### config.mk
export PLATFORM = sky130hd
export DESIGN_NAME = t16_timer
export DESIGN_NICKNAME = d
export VERILOG_FILES = /design/src/verilog/t16_pkg.sv /design/src/verilog/t16_timer.sv
export SDC_FILE = /design/constraint.sdc
export NUM_CORES = 1
export LEC_CHECK = 0
export BUFFER_PORTS_ARGS = -buffer_cell sky130_fd_sc_hd__clkbuf_2
export CORE_MARGIN = 1.5
export CORE_UTILIZATION = 35
export DETAILED_ROUTE_END_ITERATION = 10
export PLACE_DENSITY = 0.63
export SETUP_SLACK_MARGIN = 0.5
export SLEW_MARGIN = 0
export SYNTH_ARGS = -nofsm -noshare
export SYNTH_HDL_FRONTEND = slang
export SYNTH_SLANG_ARGS = --single-unit
### constraint.sdc
create_clock -name clk -period 5.8 [get_ports clk]
set_input_delay 1.45 -clock clk [delete_from_list [all_inputs] [get_ports clk]]
set_output_delay 1.45 -clock clk [all_outputs]
set_load 0.02 [all_outputs]
### src/verilog/t16_pkg.sv
// Constants shared by the 16-bit timer with capture and compare
package t16_pkg;
	// Register byte addresses on the APB bus, one aligned word each
	localparam logic [7:0] OFF_CTRL_A = 8'h00;
	localparam logic [7:0] OFF_CTRL_B = 8'h04;
	localparam logic [7:0] OFF_FORCE = 8'h08;
	localparam logic [7:0] OFF_CNT_L = 8'h0C;
	localparam logic [7:0] OFF_CNT_H = 8'h10;
	localparam logic [7:0] OFF_OCRA_L = 8'h14;
	localparam logic [7:0] OFF_OCRA_H = 8'h18;
	localparam logic [7:0] OFF_OCRB_L = 8'h1C;
	localparam logic [7:0] OFF_OCRB_H = 8'h20;
	localparam logic [7:0] OFF_ICR_L = 8'h24;
	localparam logic [7:0] OFF_ICR_H = 8'h28;
	localparam logic [7:0] OFF_MASK = 8'h2C;
	localparam logic [7:0] OFF_FLAGS = 8'h30;
	// Reset values and writable-bit masks
	localparam logic [7:0] RST_BYTE = 8'h00;
	localparam logic [15:0] RST_WORD = 16'h0000;
	localparam logic [7:0] CTRL_A_RW_MASK = 8'hF3;
	localparam logic [7:0] CTRL_B_RW_MASK = 8'hDF;
	localparam logic [7:0] IRQ_BITS_MASK = 8'hE8;
	// Field positions
	localparam int CB_FILT = 7;
	localparam int CB_EDGE = 6;
	localparam int CB_WGM_HI = 3;
	localparam int CB_CS = 0;
	localparam int CA_COM_A = 6;
	localparam int CA_COM_B = 4;
	localparam int FRC_A = 7;
	localparam int FRC_B = 6;
	localparam int FL_OVF = 7;
	localparam int FL_MA = 6;
	localparam int FL_MB = 5;
	localparam int FL_CAP = 3;
	// Counter, prescaler and filter sizes
	localparam int PRE_W = 10;
	localparam int FILT_SAMPLES = 4;
	localparam logic [15:0] TOP_MAX = 16'hFFFF;
	localparam logic [15:0] TOP_8B = 16'h00FF;
	localparam logic [15:0] TOP_9B = 16'h01FF;
	localparam logic [15:0] TOP_10B = 16'h03FF;
	typedef enum logic [2:0] {
		CS_STOP = 3'b000, CS_DIV1 = 3'b001, CS_DIV8 = 3'b010, CS_DIV64 = 3'b011,
		CS_DIV256 = 3'b100, CS_DIV1024 = 3'b101, CS_EXT_FALL = 3'b110, CS_EXT_RISE = 3'b111
	} t16_cs_type;
	typedef enum logic [1:0] {
		KIND_NON = 2'b00, KIND_FAST = 2'b01, KIND_PC = 2'b10
	} t16_kind_type;
endpackage

### src/verilog/t16_timer.sv
// 16-bit timer/counter with input capture, two compare channels and APB registers
// Function
// - With filter on, filtered capture input changes only after four equal samples.
// - Edge select bit: zero triggers capture on falling edge, one on rising.
// - Capture copies the counter into the capture register and sets capture flag.
// - Modes using capture register as top disable the capture input.
// - Clock select: stop, /1, /8, /64, /256, /1024, external fall, rise.
// - External pin edges advance the counter regardless of pin direction.
// - Force strobes act only in non-PWM modes, ignored in PWM modes.
// - A force strobe applies an immediate match to the channel output.
// - A force strobe sets no flag, raises no interrupt, never clears the counter.
// - Force strobe bits always read as zero.
// - Counter is accessed atomically through one shared temporary high byte.
// - A counter write suppresses compare matches on the next timer clock.
// - Both compare registers are compared continuously with the counter.
// - Compare registers are written atomically through the temporary high byte.
// - Capture loads the counter on pin events or selected comparator events.
// - Capture register reads are atomic through the temporary high byte.
// - Overflow interrupt needs its enable, the global enable and its flag.
// - Match A interrupt needs its enable, the global enable and its flag.
// - Match B interrupt needs its enable, the global enable and its flag.
// - Capture interrupt needs its enable, the global enable and its flag.
// - Four waveform mode bits across both control registers pick sixteen modes.
// - Match flags set in the timer clock after counter equals compare value.
// - Flags clear on vector acknowledge or by writing one to them.
//
// Register access over APB and the register addresses were decided locally.
`timescale 1ns/1ps
module t16_timer
	import t16_pkg::*;
(
	input wire logic clk,
	input wire logic srst,
	input wire logic psel,
	input wire logic penable,
	input wire logic pwrite,
	input wire logic [7:0] paddr,
	input wire logic [31:0] pwdata,
	output logic [31:0] prdata,
	output logic pready,
	output logic pslverr,
	input wire logic capture_input_pin,
	input wire logic external_count_pin,
	input wire logic comparator_out,
	input wire logic comparator_capture_sel,
	input wire logic global_irq_en,
	input wire logic [3:0] vector_ack,
	output logic wave_out_a,
	output logic wave_out_b,
	output logic irq_overflow,
	output logic irq_match_a,
	output logic irq_match_b,
	output logic irq_capture
);
	logic [7:0] ctrl_a_ff, ctrl_b_ff, mask_ff, flags_ff, temp_ff, pend_hi_ff, rd_byte;
	logic [15:0] cnt_ff, ocra_ff, ocrb_ff, icr_ff, top;
	logic [2:0] s1_ff, s2_ff, s3_ff, clean_ff, eq;
	logic [FILT_SAMPLES-1:0] hist_ff;
	logic [PRE_W-1:0] pre_ff;
	logic [31:0] prdata_ff;
	logic [3:0] irq_ff;
	logic [3:0] mode;
	logic pready_ff, pslverr_ff, filt_ff, filt_prev_ff, ext_prev_ff, up_ff, block_ff;
	logic wave_a_ff, wave_b_ff, setup, acc, wr, rd, cap_src, cap_edge, cap_evt, icr_top;
	logic tick, at_top, match_a, match_b, set_ovf, set_cap, frc_a, frc_b, cnt_wr;
	logic [7:0] flag_set, flag_clr;
	t16_kind_type kind;

	function automatic t16_kind_type kind_of(input logic [3:0] m);
		case (m)
			4'd1, 4'd2, 4'd3, 4'd8, 4'd9, 4'd10, 4'd11: return KIND_PC;
			4'd5, 4'd6, 4'd7, 4'd14, 4'd15: return KIND_FAST;
			default: return KIND_NON;
		endcase
	endfunction

	// Next level of one waveform output after a match, a top event or a force
	function automatic logic wave_next(input logic o, input logic [1:0] com,
		input t16_kind_type k, input logic up, input logic m, input logic at_t,
		input logic frc, input logic tog);
		logic r;
		r = o;
		if (k == KIND_NON)
		begin
			if (m || frc)
				r = (com == 2'b01) ? ~o : ((com == 2'b00) ? o : com[0]);
		end
		else if (com == 2'b01)
		begin
			if (tog && m)
				r = ~o;
		end
		else if (com[1])
		begin
			if (k == KIND_FAST)
			begin
				if (m)
					r = com[0];
				// A match at top is overridden by the top action
				if (at_t)
					r = ~com[0];
			end
			else if (m)
				r = up ? com[0] : ~com[0];
		end
		return r;
	endfunction

	function automatic logic mapped(input logic [7:0] a);
		case (a)
			OFF_CTRL_A, OFF_CTRL_B, OFF_FORCE, OFF_CNT_L, OFF_CNT_H, OFF_OCRA_L,
			OFF_OCRA_H, OFF_OCRB_L, OFF_OCRB_H, OFF_ICR_L, OFF_ICR_H, OFF_MASK,
			OFF_FLAGS: return 1'b1;
			default: return 1'b0;
		endcase
	endfunction

	assign prdata = prdata_ff;
	assign pready = pready_ff;
	assign pslverr = pslverr_ff;
	assign wave_out_a = wave_a_ff;
	assign wave_out_b = wave_b_ff;
	assign irq_overflow = irq_ff[3];
	assign irq_match_a = irq_ff[2];
	assign irq_match_b = irq_ff[1];
	assign irq_capture = irq_ff[0];

	assign setup = psel && !penable;
	assign acc = psel && penable && pready_ff;
	assign wr = acc && pwrite;
	assign rd = acc && !pwrite;
	assign mode = {ctrl_b_ff[CB_WGM_HI +: 2], ctrl_a_ff[1:0]};
	assign kind = kind_of(mode);
	assign icr_top = (mode == 4'd8) || (mode == 4'd10) || (mode == 4'd12) || (mode == 4'd14);
	assign cnt_wr = wr && (paddr == OFF_CNT_L);

	always_comb
	begin
		case (mode)
			4'd1, 4'd5: top = TOP_8B;
			4'd2, 4'd6: top = TOP_9B;
			4'd3, 4'd7: top = TOP_10B;
			4'd4, 4'd9, 4'd11, 4'd15: top = ocra_ff;
			4'd8, 4'd10, 4'd12, 4'd14: top = icr_ff;
			default: top = TOP_MAX;
		endcase
	end

	// APB slave: one wait-free access phase, answer registered at setup
	always_ff @(posedge clk)
	begin
		if (srst)
		begin
			pready_ff <= 1'b0;
			pslverr_ff <= 1'b0;
			prdata_ff <= 32'h0000_0000;
			pend_hi_ff <= RST_BYTE;
		end
		else
		begin
			pready_ff <= setup;
			pslverr_ff <= setup && !mapped(paddr);
			if (setup)
			begin
				prdata_ff <= {24'h00_0000, rd_byte};
				pend_hi_ff <= (paddr == OFF_ICR_L) ? icr_ff[15:8] : cnt_ff[15:8];
			end
		end
	end

	always_comb
	begin
		case (paddr)
			OFF_CTRL_A: rd_byte = ctrl_a_ff;
			OFF_CTRL_B: rd_byte = ctrl_b_ff;
			OFF_FORCE: rd_byte = RST_BYTE;
			OFF_CNT_L: rd_byte = cnt_ff[7:0];
			OFF_CNT_H, OFF_ICR_H: rd_byte = temp_ff;
			OFF_OCRA_L: rd_byte = ocra_ff[7:0];
			OFF_OCRA_H: rd_byte = ocra_ff[15:8];
			OFF_OCRB_L: rd_byte = ocrb_ff[7:0];
			OFF_OCRB_H: rd_byte = ocrb_ff[15:8];
			OFF_ICR_L: rd_byte = icr_ff[7:0];
			OFF_MASK: rd_byte = mask_ff;
			OFF_FLAGS: rd_byte = flags_ff;
			default: rd_byte = RST_BYTE;
		endcase
	end

	// Shared temporary high byte
	always_ff @(posedge clk)
	begin
		if (srst)
			temp_ff <= RST_BYTE;
		else if (wr && (paddr == OFF_CNT_H || paddr == OFF_OCRA_H ||
			paddr == OFF_OCRB_H || paddr == OFF_ICR_H))
			temp_ff <= pwdata[7:0];
		else if (rd && (paddr == OFF_CNT_L || paddr == OFF_ICR_L))
			temp_ff <= pend_hi_ff;
	end

	// Control and mask registers
	always_ff @(posedge clk)
	begin
		if (srst)
		begin
			ctrl_a_ff <= RST_BYTE;
			ctrl_b_ff <= RST_BYTE;
			mask_ff <= RST_BYTE;
		end
		else if (wr)
		begin
			if (paddr == OFF_CTRL_A)
				ctrl_a_ff <= pwdata[7:0] & CTRL_A_RW_MASK;
			if (paddr == OFF_CTRL_B)
				ctrl_b_ff <= pwdata[7:0] & CTRL_B_RW_MASK;
			if (paddr == OFF_MASK)
				mask_ff <= pwdata[7:0] & IRQ_BITS_MASK;
		end
	end

	always_ff @(posedge clk)
	begin
		if (srst)
		begin
			ocra_ff <= RST_WORD;
			ocrb_ff <= RST_WORD;
		end
		else if (wr)
		begin
			if (paddr == OFF_OCRA_L)
				ocra_ff <= {temp_ff, pwdata[7:0]};
			if (paddr == OFF_OCRB_L)
				ocrb_ff <= {temp_ff, pwdata[7:0]};
		end
	end

	// Pin synchronisers: a change counts once stages two and three agree
	assign eq = ~(s2_ff ^ s3_ff);
	always_ff @(posedge clk)
	begin
		if (srst)
		begin
			s1_ff <= 3'h0;
			s2_ff <= 3'h0;
			s3_ff <= 3'h0;
			clean_ff <= 3'h0;
		end
		else
		begin
			s1_ff <= {comparator_out, capture_input_pin, external_count_pin};
			s2_ff <= s1_ff;
			s3_ff <= s2_ff;
			clean_ff <= (s3_ff & eq) | (clean_ff & ~eq);
		end
	end

	// Capture source, noise filter and edge detection
	assign cap_src = comparator_capture_sel ? clean_ff[2] : clean_ff[1];
	always_ff @(posedge clk)
	begin
		if (srst)
		begin
			hist_ff <= '0;
			filt_ff <= 1'b0;
			filt_prev_ff <= 1'b0;
		end
		else
		begin
			hist_ff <= {hist_ff[FILT_SAMPLES-2:0], cap_src};
			filt_prev_ff <= filt_ff;
			if (!ctrl_b_ff[CB_FILT])
				filt_ff <= cap_src;
			else if (&hist_ff)
				filt_ff <= 1'b1;
			else if (~|hist_ff)
				filt_ff <= 1'b0;
		end
	end
	assign cap_edge = ctrl_b_ff[CB_EDGE] ? (filt_ff && !filt_prev_ff)
		: (!filt_ff && filt_prev_ff);
	assign cap_evt = cap_edge && !icr_top;

	// Prescaler runs free; external pin edges are seen through the synchroniser
	always_ff @(posedge clk)
	begin
		if (srst)
		begin
			pre_ff <= '0;
			ext_prev_ff <= 1'b0;
		end
		else
		begin
			pre_ff <= pre_ff + 1'b1;
			ext_prev_ff <= clean_ff[0];
		end
	end

	always_comb
	begin
		case (t16_cs_type'(ctrl_b_ff[CB_CS +: 3]))
			CS_STOP: tick = 1'b0;
			CS_DIV1: tick = 1'b1;
			CS_DIV8: tick = &pre_ff[2:0];
			CS_DIV64: tick = &pre_ff[5:0];
			CS_DIV256: tick = &pre_ff[7:0];
			CS_DIV1024: tick = &pre_ff[9:0];
			CS_EXT_FALL: tick = ext_prev_ff && !clean_ff[0];
			CS_EXT_RISE: tick = !ext_prev_ff && clean_ff[0];
			default: tick = 1'b0;
		endcase
	end

	assign at_top = (cnt_ff == top);
	assign match_a = tick && !block_ff && (cnt_ff == ocra_ff);
	assign match_b = tick && !block_ff && (cnt_ff == ocrb_ff);
	assign set_ovf = tick && ((kind == KIND_PC) ? (cnt_ff == RST_WORD && !up_ff)
		: ((kind == KIND_FAST) ? at_top : (cnt_ff == TOP_MAX)));
	assign set_cap = cap_evt || (tick && icr_top && at_top);
	assign frc_a = wr && paddr == OFF_FORCE && pwdata[FRC_A] && kind == KIND_NON;
	assign frc_b = wr && paddr == OFF_FORCE && pwdata[FRC_B] && kind == KIND_NON;

	// Counter; a bus write wins over a timer clock in the same cycle
	always_ff @(posedge clk)
	begin
		if (srst)
		begin
			cnt_ff <= RST_WORD;
			up_ff <= 1'b1;
			block_ff <= 1'b0;
		end
		else
		begin
			if (cnt_wr)
				block_ff <= 1'b1;
			else if (tick)
				block_ff <= 1'b0;
			if (cnt_wr)
				cnt_ff <= {temp_ff, pwdata[7:0]};
			else if (tick && kind == KIND_PC)
			begin
				if (up_ff && at_top)
				begin
					up_ff <= 1'b0;
					cnt_ff <= cnt_ff - 1'b1;
				end
				else if (!up_ff && cnt_ff == RST_WORD)
				begin
					up_ff <= 1'b1;
					cnt_ff <= cnt_ff + 1'b1;
				end
				else
					cnt_ff <= up_ff ? cnt_ff + 1'b1 : cnt_ff - 1'b1;
			end
			else if (tick)
			begin
				up_ff <= 1'b1;
				cnt_ff <= at_top ? RST_WORD : cnt_ff + 1'b1;
			end
		end
	end

	always_ff @(posedge clk)
	begin
		if (srst)
			icr_ff <= RST_WORD;
		else if (wr && paddr == OFF_ICR_L)
			icr_ff <= {temp_ff, pwdata[7:0]};
		else if (cap_evt)
			icr_ff <= cnt_ff;
	end

	// Flags: a hardware set wins over a clear in the same cycle
	assign flag_set = {set_ovf, match_a, match_b, 1'b0, set_cap, 3'b000};
	assign flag_clr = ((wr && paddr == OFF_FLAGS) ? pwdata[7:0] : RST_BYTE)
		| {vector_ack[3:1], 1'b0, vector_ack[0], 3'b000};
	always_ff @(posedge clk)
	begin
		if (srst)
			flags_ff <= RST_BYTE;
		else
			flags_ff <= ((flags_ff & ~flag_clr) | flag_set) & IRQ_BITS_MASK;
	end

	always_ff @(posedge clk)
	begin
		if (srst)
			irq_ff <= 4'h0;
		else
		begin
			irq_ff[3] <= global_irq_en && mask_ff[FL_OVF] && flags_ff[FL_OVF];
			irq_ff[2] <= global_irq_en && mask_ff[FL_MA] && flags_ff[FL_MA];
			irq_ff[1] <= global_irq_en && mask_ff[FL_MB] && flags_ff[FL_MB];
			irq_ff[0] <= global_irq_en && mask_ff[FL_CAP] && flags_ff[FL_CAP];
		end
	end

	// Waveform outputs
	always_ff @(posedge clk)
	begin
		if (srst)
		begin
			wave_a_ff <= 1'b0;
			wave_b_ff <= 1'b0;
		end
		else
		begin
			wave_a_ff <= wave_next(wave_a_ff, ctrl_a_ff[CA_COM_A +: 2], kind, up_ff,
				match_a, tick && at_top, frc_a, mode[3]);
			wave_b_ff <= wave_next(wave_b_ff, ctrl_a_ff[CA_COM_B +: 2], kind, up_ff,
				match_b, tick && at_top, frc_b, 1'b0);
		end
	end
endmodule

After elaboration in Yosys (flattened, before gate mapping)
Memories as Yosys holds them, arrays and structs flattened. Cells that the tools add are included.

Register bits: 152. Memory bits (read-only): 96. Input port bits: 54. Output and inout port bits: 40. Word-level logic and storage cells: 249. Memories kept: 2.

Add/subtract/negate cells: 3. Equality and inequality tests: 49. Multiplexer cells: 54. Bitwise gates (word level): 15. Reductions and logical operators: 98.

Memories: (no name shown) (depth 64, bits a word 1, rd ports 1, clocked after Yosys merged registers in 0, wr ports 0, RTL line t16_timer.sv:110) `case (a)`; (no name shown) (depth 16, bits a word 2, rd ports 1, clocked after Yosys merged registers in 0, wr ports 0, RTL line t16_timer.sv:70) `case (m)`.

Operator list (count): $mux 16 (9); $pmux 8 s11 (1); $pmux 16 s5 (1); $eq 16x16->1 (3); $eq 8x6->1 const B (5); $logic_and 1x1->1 (40); $mux 1 (38); $eq 8x5->1 const B (4); $mux 8 (4); $eq 4x4->1 const B (7); $reduce_and 6->1 (3); $add 16x1->16 const B (1); $eq 16x16->1 const B (1); $eq 4x3->1 const B (4); $eq 8x4->1 const B (2); $logic_not 16->1 (1); $or 8x8->8 (2); $sub 16x1->16 const B (1); $eq 3x3->1 const B (4); $reduce_bool 3->1 (4); $reduce_or 4->1 (3); $add 10x1->10 const B (1); $logic_not 1->1 (10); $logic_or 1x1->1 (10); other kinds (30) (60).

Longest topological paths before layout
Gate-level depths: netlist of the first run.

Depth after elaboration: 11. Mapped depth: 13. Mapped depth without buffers: 11.

Least setup slack after synthesis of the first run
No wires, ideal clock.

Kind: input port to flip-flop. Start: input port paddr[7]. End: register cnt_ff[10]. Library setup time: 0.122 ns. Arrival: 3.764 ns. Required time: 5.678 ns. Setup slack: 1.914 ns. Stages on the path: 11. Buffers on the path: 2. Path through: or2_2 or3_1 clkbuf_1 nor2_1 nand2_1 nand2b_1 nor2_1 o21a_1 clkbuf_1 a31o_2 a221o_1.

Cells in the longest elaborated chain, start to end: 3. Elaborated cells between the ends (all ways): 4. Classes of those cells: 1 x eq/ne; 1 x mux; 2 x reduce/logical.

Ends and longest elaborated chain: from (decl) (RTL line t16_timer.sv:37) `input wire logic [7:0] paddr,`; $eq 8x4->1 * (RTL line t16_timer.sv:135) `assign cnt_wr = wr && (paddr == OFF_CNT_L);`; $logic_and 1x1->1 * (RTL line t16_timer.sv:135); $reduce_bool 3->1 (no line) or $mux 16 (tied branches); to (signal assigned) (RTL line t16_timer.sv:339) `cnt_ff <= {temp_ff, pwdata[7:0]};`; to (signal assigned) (RTL line t16_timer.sv:345) `cnt_ff <= cnt_ff - 1'b1;`; to (signal assigned) (RTL line t16_timer.sv:350) `cnt_ff <= cnt_ff + 1'b1;`; to (decl) (RTL line t16_timer.sv:56) `logic [15:0] cnt_ff, ocra_ff, ocrb_ff, icr_ff, top;`.

Mark *: on every way between the ends. The rest lies on a longest branch, timed or not. A chain may end at the register's enable or synchronous reset.

Final worst setup path of the first run
Start: register ctrl_b_ff[3]. End: register wave_a_ff (netlist: wave_out_a).

Cells in the longest elaborated chain, start to end: 10. Elaborated cells between the ends (all ways): 39. Classes of those cells: 19 x eq/ne; 6 x mux; 13 x reduce/logical; 1 x memory.

Ends and longest elaborated chain: from (decl) (RTL line t16_timer.sv:55) `logic [7:0] ctrl_a_ff, ctrl_b_ff, mask_ff, flags_ff, temp_ff, pend_hi_ff, rd_byte;`; from (signal assigned) (RTL line t16_timer.sv:216) `ctrl_b_ff <= pwdata[7:0] & CTRL_B_RW_MASK;`; $eq 4x4->1, or another cell as far along (RTL line t16_timer.sv:139) `case (mode)`; $reduce_or 4->1 or $reduce_or 2->1 (tied branches) (RTL line t16_timer.sv:139); $pmux 16 s5 (RTL line t16_timer.sv:139); $eq 16x16->1 (RTL line t16_timer.sv:314) `assign at_top = (cnt_ff == top);`; $logic_and 1x1->1 (RTL line t16_timer.sv:409) `match_a, tick && at_top, frc_a, mode[3]);`; $mux 1 (RTL line t16_timer.sv:100) `if (at_t)`; $mux 1 (RTL line t16_timer.sv:95) `if (k == KIND_FAST)`; $mux 1 (RTL line t16_timer.sv:93) `else if (com[1])`; $mux 1 (RTL line t16_timer.sv:88) `else if (com == 2'b01)`; $mux 1 (RTL line t16_timer.sv:83) `if (k == KIND_NON)`; to (signal assigned) (RTL line t16_timer.sv:408) `wave_a_ff <= wave_next(wave_a_ff, ctrl_a_ff[CA_COM_A +: 2], kind, up_ff,`; to (decl) (RTL line t16_timer.sv:64) `logic wave_a_ff, wave_b_ff, setup, acc, wr, rd, cap_src, cap_edge, cap_evt, icr_top;`.

Parallel ways exist; a longest one is shown, timed or not. The select of a mux whose other input is x is not followed.

==> results of run 1 <==
==> area by class of cell <==
cell class,count,area (sq um),share of cell area
tap,319,399,0.0427
clock buffer,18,439,0.0470
multi-input combinational,824,4950,0.530
clock inverter,14,136,0.0146
timing repair buffer,62,355,0.0381
inverter,25,93.8,0.0101
sequential,148,2960,0.317
==> worst paths after layout <==
| path | to | cells past startpoint |
|---|---|---|
| hold / removal | s2_ff[0] | 1 |
| setup reg to reg | wave_out_a | 10 |
| setup / recovery | wave_out_a | 10 |
| hold reg to reg | s2_ff[0] | 1 |
==> through the flow <==
| stage | utilization | std cells |
|---|---|---|
| finish | 0.397 | 1410 |
| CTS | 0.397 | 1410 |
| global route | 0.397 | 1410 |
| floorplan | - | 1107 |
| global placement | 0.372 | 1378 |
| detailed placement | 0.372 | 1378 |
==> cells in the final DEF (no fill, tap or decap), types with 17 or more instances in the layout <==
cell,instances
a22oi_1,26
conb_1,24
a211oi_1,39
buf_4,18
nor3_1,31
nand2_1,119
xor2_1,29
clkbuf_2,44
nor4_1,18
nor2_1,96
a21oi_1,81
a31oi_1,18
clkbuf_16,17
nor2b_1,29
nand3_1,59
o21ai_0,19
inv_1,24
xnor2_1,17
mux2i_1,33
dfxtp_1,148
==> flip-flops by register name, indices dropped and copies added (netlist names), 8 cells and up, named ones only <==
| name | flops |
|---|---|
| pre_ff | 10 |
| ocrb_ff | 16 |
| ocra_ff | 16 |
| pend_hi_ff | 8 |
| prdata | 8 |
| cnt_ff | 16 |
| icr_ff | 16 |
| temp_ff | 8 |
==> critical path, stage by stage (launching register included) <==
cell and delay [ps]:
dfxtp_1 310, buf_4 220, nor2b_1 850, o22ai_1 250
and3_1 250, or4_4 430, nor4_4 210, nand3_1 510
o32ai_1 730, a21oi_1 160, o31a_1 290
==> metal layers <==
layer / wire length, um / GRT usage / vias up
li1: - / - / 3870
met1: 12300 / 0.311 / 3969
met2: 12900 / 0.358 / 404
met3: 2290 / 0.0460 / 62
met4: 961 / 0.100 / 0
met5: 0 / 0 / -
==> power groups by stage <==
stage | Clock (mW) | Sequential (mW) | Combinational (mW)
2_1_floorplan | 0 | 1.06 | 0.0722
3_3_place_gp | 0 | 1.06 | 0.101
3_5_place_dp | 0 | 1.06 | 0.102
4_1_cts | 1.11 | 1.03 | 0.102
5_1_grt | 1.16 | 1.03 | 0.112
6_report | 1.11 | 1.03 | 0.103
==> kinds of logic (layout without fill, tap and decap cells) <==
group | after synthesis | count (layout) | share of synthesized area
and+or+nand+nor | 433 | 433 | 0.252
AOI/OAI and AO/OA | 283 | 283 | 0.230
DFF | 148 | 148 | 0.351
buffers and inverters | 135 | 119 | 0.0727
xor gates and xnor gates | 46 | 46 | 0.0478
muxes | 34 | 34 | 0.0405
adders and majority gates | 4 | 4 | 0.00593
other | 1 | 24 | 0.000444
==> qor.yml, run 1 <==
status:
  status: "completed"
sta:
  fmax_ghz: 0.232
  period_share: 0.744
  finalHoldViolCount: 0
  rsz0062_at_grt: "no"
  finalSetupViolCount: 0
  slew_violations: 0
  setup_tns_ps: 0
  worstMarginPinSlew_ps: 1170
  finClkSkew_ps: 7.61
  whs_ps: 439
  setup_ws_ps: 1490
  relSlewSlack: 0.212
  finalCriticalPeriod_ps: 4310
clocking:
  holdBufCountCts: 0
  cts_tree: "done"
  root_buffer: "clkbuf_16"
  clk_latency_ps: 430
  clkTransAtPathRegs_ps: 60
  cts-htree-levels: 4
  clockBufferDepth: 2
  post_cts_buffers: 0
  cts_buffers: 17
  cts_resized: 0
  numClockSinks: 148
route:
  drcViolationCount: 0
  vias: 8305
  viasPerCell: 5.89
  detail_route.wl_per_cell_um: 20.1
  postRouteAntennaNets: 0
  initialDrtViolationCount: 1016
  finalWirelength_um: 28400
  first_pass_iters: 5
finish:
  antennaDiodeCount: 0
  syn2layout_area_growth_pct: 10.7
  stdcell_area_sq_um: 9340
  num-fill-cells: 2455
  design.final.nets: 1136
  drive_gt1_frac: 0.0990
setup_path:
  crit_type: "flop to flop"
  end_kind: "flop"
  worstPathArrival_ps: 4630
  crit_fanout: 18
  timing.rr.start: "ctrl_b_ff[3]"
  critPathLaunch: "ctrl_b_ff[3]"
  startpoint_type: "flop"
  reg2reg_setup_slack_ps: 1490
  worst_ep_required_time_ps: 6120
die:
  core_sq_um: 23500
  rows: 56
  start_util: 0.358
  die_h_um: 158
  die_w_um: 158
  dieArea_sq_um: 25000
  io_pins: 94
power:
  clkPwrFrac: 0.493
  comb_power_share: 0.046
  ir_drop_uv: 191
  p_sw_frac: 0.256
  power.total_mw: 2.24
  power.internal_mw: 1.67
  power_frac_seq: 0.461
  leakage_nw: 3.40
  power_density_nw_per_um2: 240
  switchingPower_mw: 0.573
grt:
  groute.usage.overall: 0.231
  grt_max_degree: 85
  grt_pass1_vias: 7672
  grt_antenna_before_repair: 0
  grt-ovfl-total: 0
  grt_pass1_wl_um: 44100
placed_design:
  portBuffers: 45
  dp_hpwl_um: 19500
  dpl-instance-area_sq_um: 8760
  gp_congestion: 0.954
  dp_slack_ps: 1650
logic_synthesis:
  syn_area_sq_um: 8440
  synth_cells: 1084
  synth-seq-cells: 148
  yosysTopAreaCell: "dfxtp_1"
  async_flop_share: 0
  avgSynthCellArea_sq_um: 7.78
  synth-main-ff-cell: "dfxtp_1"
  synth_edf_count: 0
  yosysWarnings: 0
  synth.area.top_cells: "dfxtp_1, nand2_1, a21oi_1"
  ys_seq_area_frac: 0.351
  synth_most_common_cell: "dfxtp_1"
  synth_common_cells: "dfxtp_1, nand2_1, nor2_1, a21oi_1, clkbuf_1"
  yosysUniqueCellTypes: 65
  netlist.area_leader.share: 0.351
flow_run:
  drv_cap: 0
min_path:
  hold_start: "s1_ff[0]"
  min-delay-path-class: "flop to flop"
(Power assumes the default switching activity.)
==> run 2, diff against run 1 <==
--- a/config.mk
+++ b/config.mk
@@ -5,11 +5,12 @@
 export SDC_FILE = /design/constraint.sdc
 export NUM_CORES = 1
 export LEC_CHECK = 0
+export ABC_AREA = 1
 export BUFFER_PORTS_ARGS = -buffer_cell sky130_fd_sc_hd__clkbuf_2
 export CORE_MARGIN = 1.5
 export CORE_UTILIZATION = 35
 export DETAILED_ROUTE_END_ITERATION = 10
-export PLACE_DENSITY = 0.63
+export PLACE_DENSITY = 0.65
 export SETUP_SLACK_MARGIN = 0.5
 export SLEW_MARGIN = 0
 export SYNTH_ARGS = -nofsm -noshare
==> constraint.sdc (replaced) <==
create_clock -name clk -period 3.48 [get_ports clk]
set_input_delay 0.87 -clock clk [delete_from_list [all_inputs] [get_ports clk]]
set_output_delay 0.87 -clock clk [all_outputs]
set_load 0.02 [all_outputs]
==> run 2 against run 1 <==
Combinational power increased by 50%. Die area rose by 5.2%. Sequential power rose by 66%. Clock skew up 2.9 ps. Design area increased by 7.0%. Non-clock buffer count grew 13. Synthesized cell count rose by 24%. Sequential share of layout area down 2.1 points. Largest power group unchanged. Highest routed layer unchanged.
==> qor.yml, run 2 <==
clocking:
  cts-htree-levels: 4  # unchanged
  cts_tree: "done"
  post_cts_buffers: 0  # unchanged
  clkTransAtPathRegs_ps: 70  # about the same
  numClockSinks: 148  # unchanged
  clockBufferDepth: 2  # unchanged
  cts_buffers: 17  # unchanged
  clk_latency_ps: 450  # +20 ps
  root_buffer: "clkbuf_16"
sta:
  finClkSkew_ps: 10.5  # +2.86 ps
  fmax_ghz: 0.364  # +57%
  whs_ps: 402  # -36.6 ps
  relSlewSlack: 0.406  # +0.195
  slew_violations: 0  # unchanged
  period_share: 0.789  # +0.0456
  finalCriticalPeriod_ps: 2750  # -1570 ps
  finalSetupViolCount: 0  # unchanged
  setup_ws_ps: 733  # -754 ps
  setup_tns_ps: 0  # unchanged
  finalHoldViolCount: 0  # unchanged
  rsz0062_at_grt: "no"
  worstMarginPinSlew_ps: 890  # -283 ps
grt:
  groute.usage.overall: 0.248  # +0.0175
  grt_pass1_wl_um: 49400  # +12%
  grt-ovfl-total: 0  # unchanged
  grt_pass1_vias: 8573  # +12%
  grt_max_degree: 77  # -9.4%
  grt_antenna_before_repair: 0  # unchanged
logic_synthesis:
  yosysTopAreaCell: "dfxtp_1"
  ys_seq_area_frac: 0.334  # -0.0176
  synth_compound_area_frac: 0.211  # -0.0185
  synth_xor_area_frac: 0.0345  # -0.0132
  netlist.area_leader.share: 0.334  # -0.0176
  synth_common_cells: "nand2_1, inv_1, dfxtp_1, a21oi_1, nor2_1"
  syn_area_sq_um: 8880  # +5.3%
  synth_edf_count: 0  # unchanged
  synth_top_family_by_area: "simple AND/OR/NAND/NOR gates"
  yosysUniqueCellTypes: 47  # -28%
  yosys.area_share.simple: 0.281  # +0.0300
  yosysWarnings: 0  # unchanged
  avgSynthCellArea_sq_um: 6.60  # -15%
  synth.area.top_cells: "dfxtp_1, nand2_1, inv_1"
  synth-seq-cells: 148  # unchanged
  synth_cells: 1346  # +24%
  async_flop_share: 0  # unchanged
  synthAdderAreaFrac: 0.00564  # -0.000297
  synth-main-ff-cell: "dfxtp_1"
  synth_mux_area_frac: 0  # -0.0405
  synth_most_common_cell: "nand2_1"
route:
  postRouteAntennaNets: 0  # unchanged
  initialDrtViolationCount: 1216  # +20%
  first_pass_iters: 6  # +1
  finalWirelength_um: 32400  # +14%
  drcViolationCount: 0  # unchanged
  viasPerCell: 5.56  # -5.5%
  vias: 9592  # +15%
  detail_route.wl_per_cell_um: 18.8  # -6.7%
placed_design:
  gp_congestion: 0.971  # +1.8%
  portBuffers: 45  # unchanged
  dpl-instance-area_sq_um: 9370  # +6.9%
  dp.cells: 1692  # +23%
  dp_hpwl_um: 23400  # +20%
  dp_slack_ps: 412  # -1240 ps
finish:
  stdcell_area_sq_um: 9990  # +7.0%
  drive_gt1_frac: 0.108  # +0.00861
  design.final.nets: 1439  # +27%
  finish.utilization: 0.399  # +0.00252
  antennaDiodeCount: 0  # unchanged
  mostFrequentLayoutCells: "nand2_1, inv_1, dfxtp_1, a21oi_1, nor2_1"
  syn2layout_area_growth_pct: 12.5
  final_common_cell: "nand2_1"
  stdcell_count: 1724  # +22%
power:
  p_sw_frac: 0.283  # +0.0270
  switchingPower_mw: 1.07  # +86%
  power.total_mw: 3.78  # +69%
  power_density_nw_per_um2: 378  # +58%
  power_frac_seq: 0.453  # -0.008
  ir_drop_uv: 297  # +55%
  leakage_nw: 3.93  # +16%
  comb_power_share: 0.041  # -0.005
  power.internal_mw: 2.71  # +63%
  clkPwrFrac: 0.506  # +0.013
setup_path:
  r2r_cells: 17  # +7
  crit_family: "simple AND/OR/NAND/NOR gates"
  slowest_delay_ps: 420  # -430 ps
  startpoint_type: "flop"
  path_cells: "nand2_1, nand2_4, nand2_4, nand2_8, nand3_1, nand2_1, nand2_1, nor2_1, nand2_1, nor2_2, nand3_4, nand2_4, nand2_4, nand2_1, nand2_1, a21oi_1, nor2_1"
  path_buf_inv: 0  # -1
  end_kind: "flop"
  crit_path_frequent_cell: "nand2_1"
  crit_type: "flop to flop"
  cp.depth: 17  # +7
  worst_ep_required_time_ps: 3780  # -2340 ps
  critPathSlowestCell: "dfxtp_1"
  worstPathArrival_ps: 3050  # -1580 ps
  crit_fanout: 34  # +16
flow_run:
  drv_cap: 0  # unchanged
min_path:
  min-delay-path-class: "flop to flop"
  hold_depth: 2  # +1
die:
  die_h_um: 162  # +2.5%
  core_sq_um: 25000  # +6.3%
  rows: 58  # +3.6%
  start_util: 0.355  # -0.00364
  io_pins: 94  # unchanged
  die_w_um: 162  # +2.5%
  dieArea_sq_um: 26300  # +5.2%
status:
  status: "completed"
## run 2: changes by cell type in the layout (fill, tap and decap cells not counted), sizes merged, moves of 19 or more
cell,delta
a211oi,-27
a21oi,+51
a22oi,-24
inv,+157
mux2i,-33
nand2,+163
nand3,+25
nand4,+39
nor2b,-29
o211ai,+19
o21ai,+75
o22ai,+20
## run 2: cells by family after synthesis
family,count (synthesis)
and+or+nand+nor,557
DFF,148
other,1
buffers and inverters,273
AOI/OAI and AO/OA,328
adders and majority gates,4
xor gates and xnor gates,35
## run 2: repair_timing
item / 4_1_cts / 5_1_grt
endpoints found under the setup margin: 0 / 13
hold buffers: 0 / 0
resized for setup: 0 / 4
## run 2: power by group through the flow
stage / sequential, mW / combinational, mW / clock, mW
after floorplan: 1.75 / 0.112 / 0
after global placement: 1.75 / 0.151 / 0
after detailed placement: 1.75 / 0.153 / 0
after CTS: 1.71 / 0.153 / 1.92
after global routing: 1.71 / 0.168 / 1.98
final: 1.71 / 0.154 / 1.91
## run 2: worst paths after layout
path	slack, ps	from	end
worst min register to register	400	s1_ff[2]	s2_ff[2]
worst min-delay path	400	s1_ff[2]	s2_ff[2]
worst max register to register	730	ctrl_b_ff[4]	cnt_ff[4]
worst max-delay path	730	ctrl_b_ff[4]	cnt_ff[4]
## run 2: worst register-to-register path, stage by stage, from the launching register on
cell	delay [ps]
dfxtp_1	420
nand2_1	140
nand2_4	250
nand2_4	110
nand2_8	200
nand3_1	110
nand2_1	130
nand2_1	60
nor2_1	150
nand2_1	90
nor2_2	190
nand3_4	160
nand2_4	190
nand2_4	130
nand2_1	80
nand2_1	40
a21oi_1	120
nor2_1	50
## run 2: layout make-up
class | instances | area [sq um]
tap | 330 | 413
multi-input combinational | 948 | 4840
timing repair buffer | 75 | 450
fill | 2672 | 15000
sequential | 148 | 2960
clock inverter | 15 | 180
clock buffer | 17 | 425
inverter | 191 | 717
## run 2: per-layer routing
layer | share of wire | global-route usage | routed length, um | vias up
li1 | - | - | - | 4521
met1 | 0.41 | 0.331 | 13400 | 4407
met2 | 0.43 | 0.372 | 13900 | 556
met3 | 0.11 | 0.0541 | 3510 | 108
met4 | 0.047 | 0.137 | 1540 | 0
met5 | 0 | 0 | 0 | -
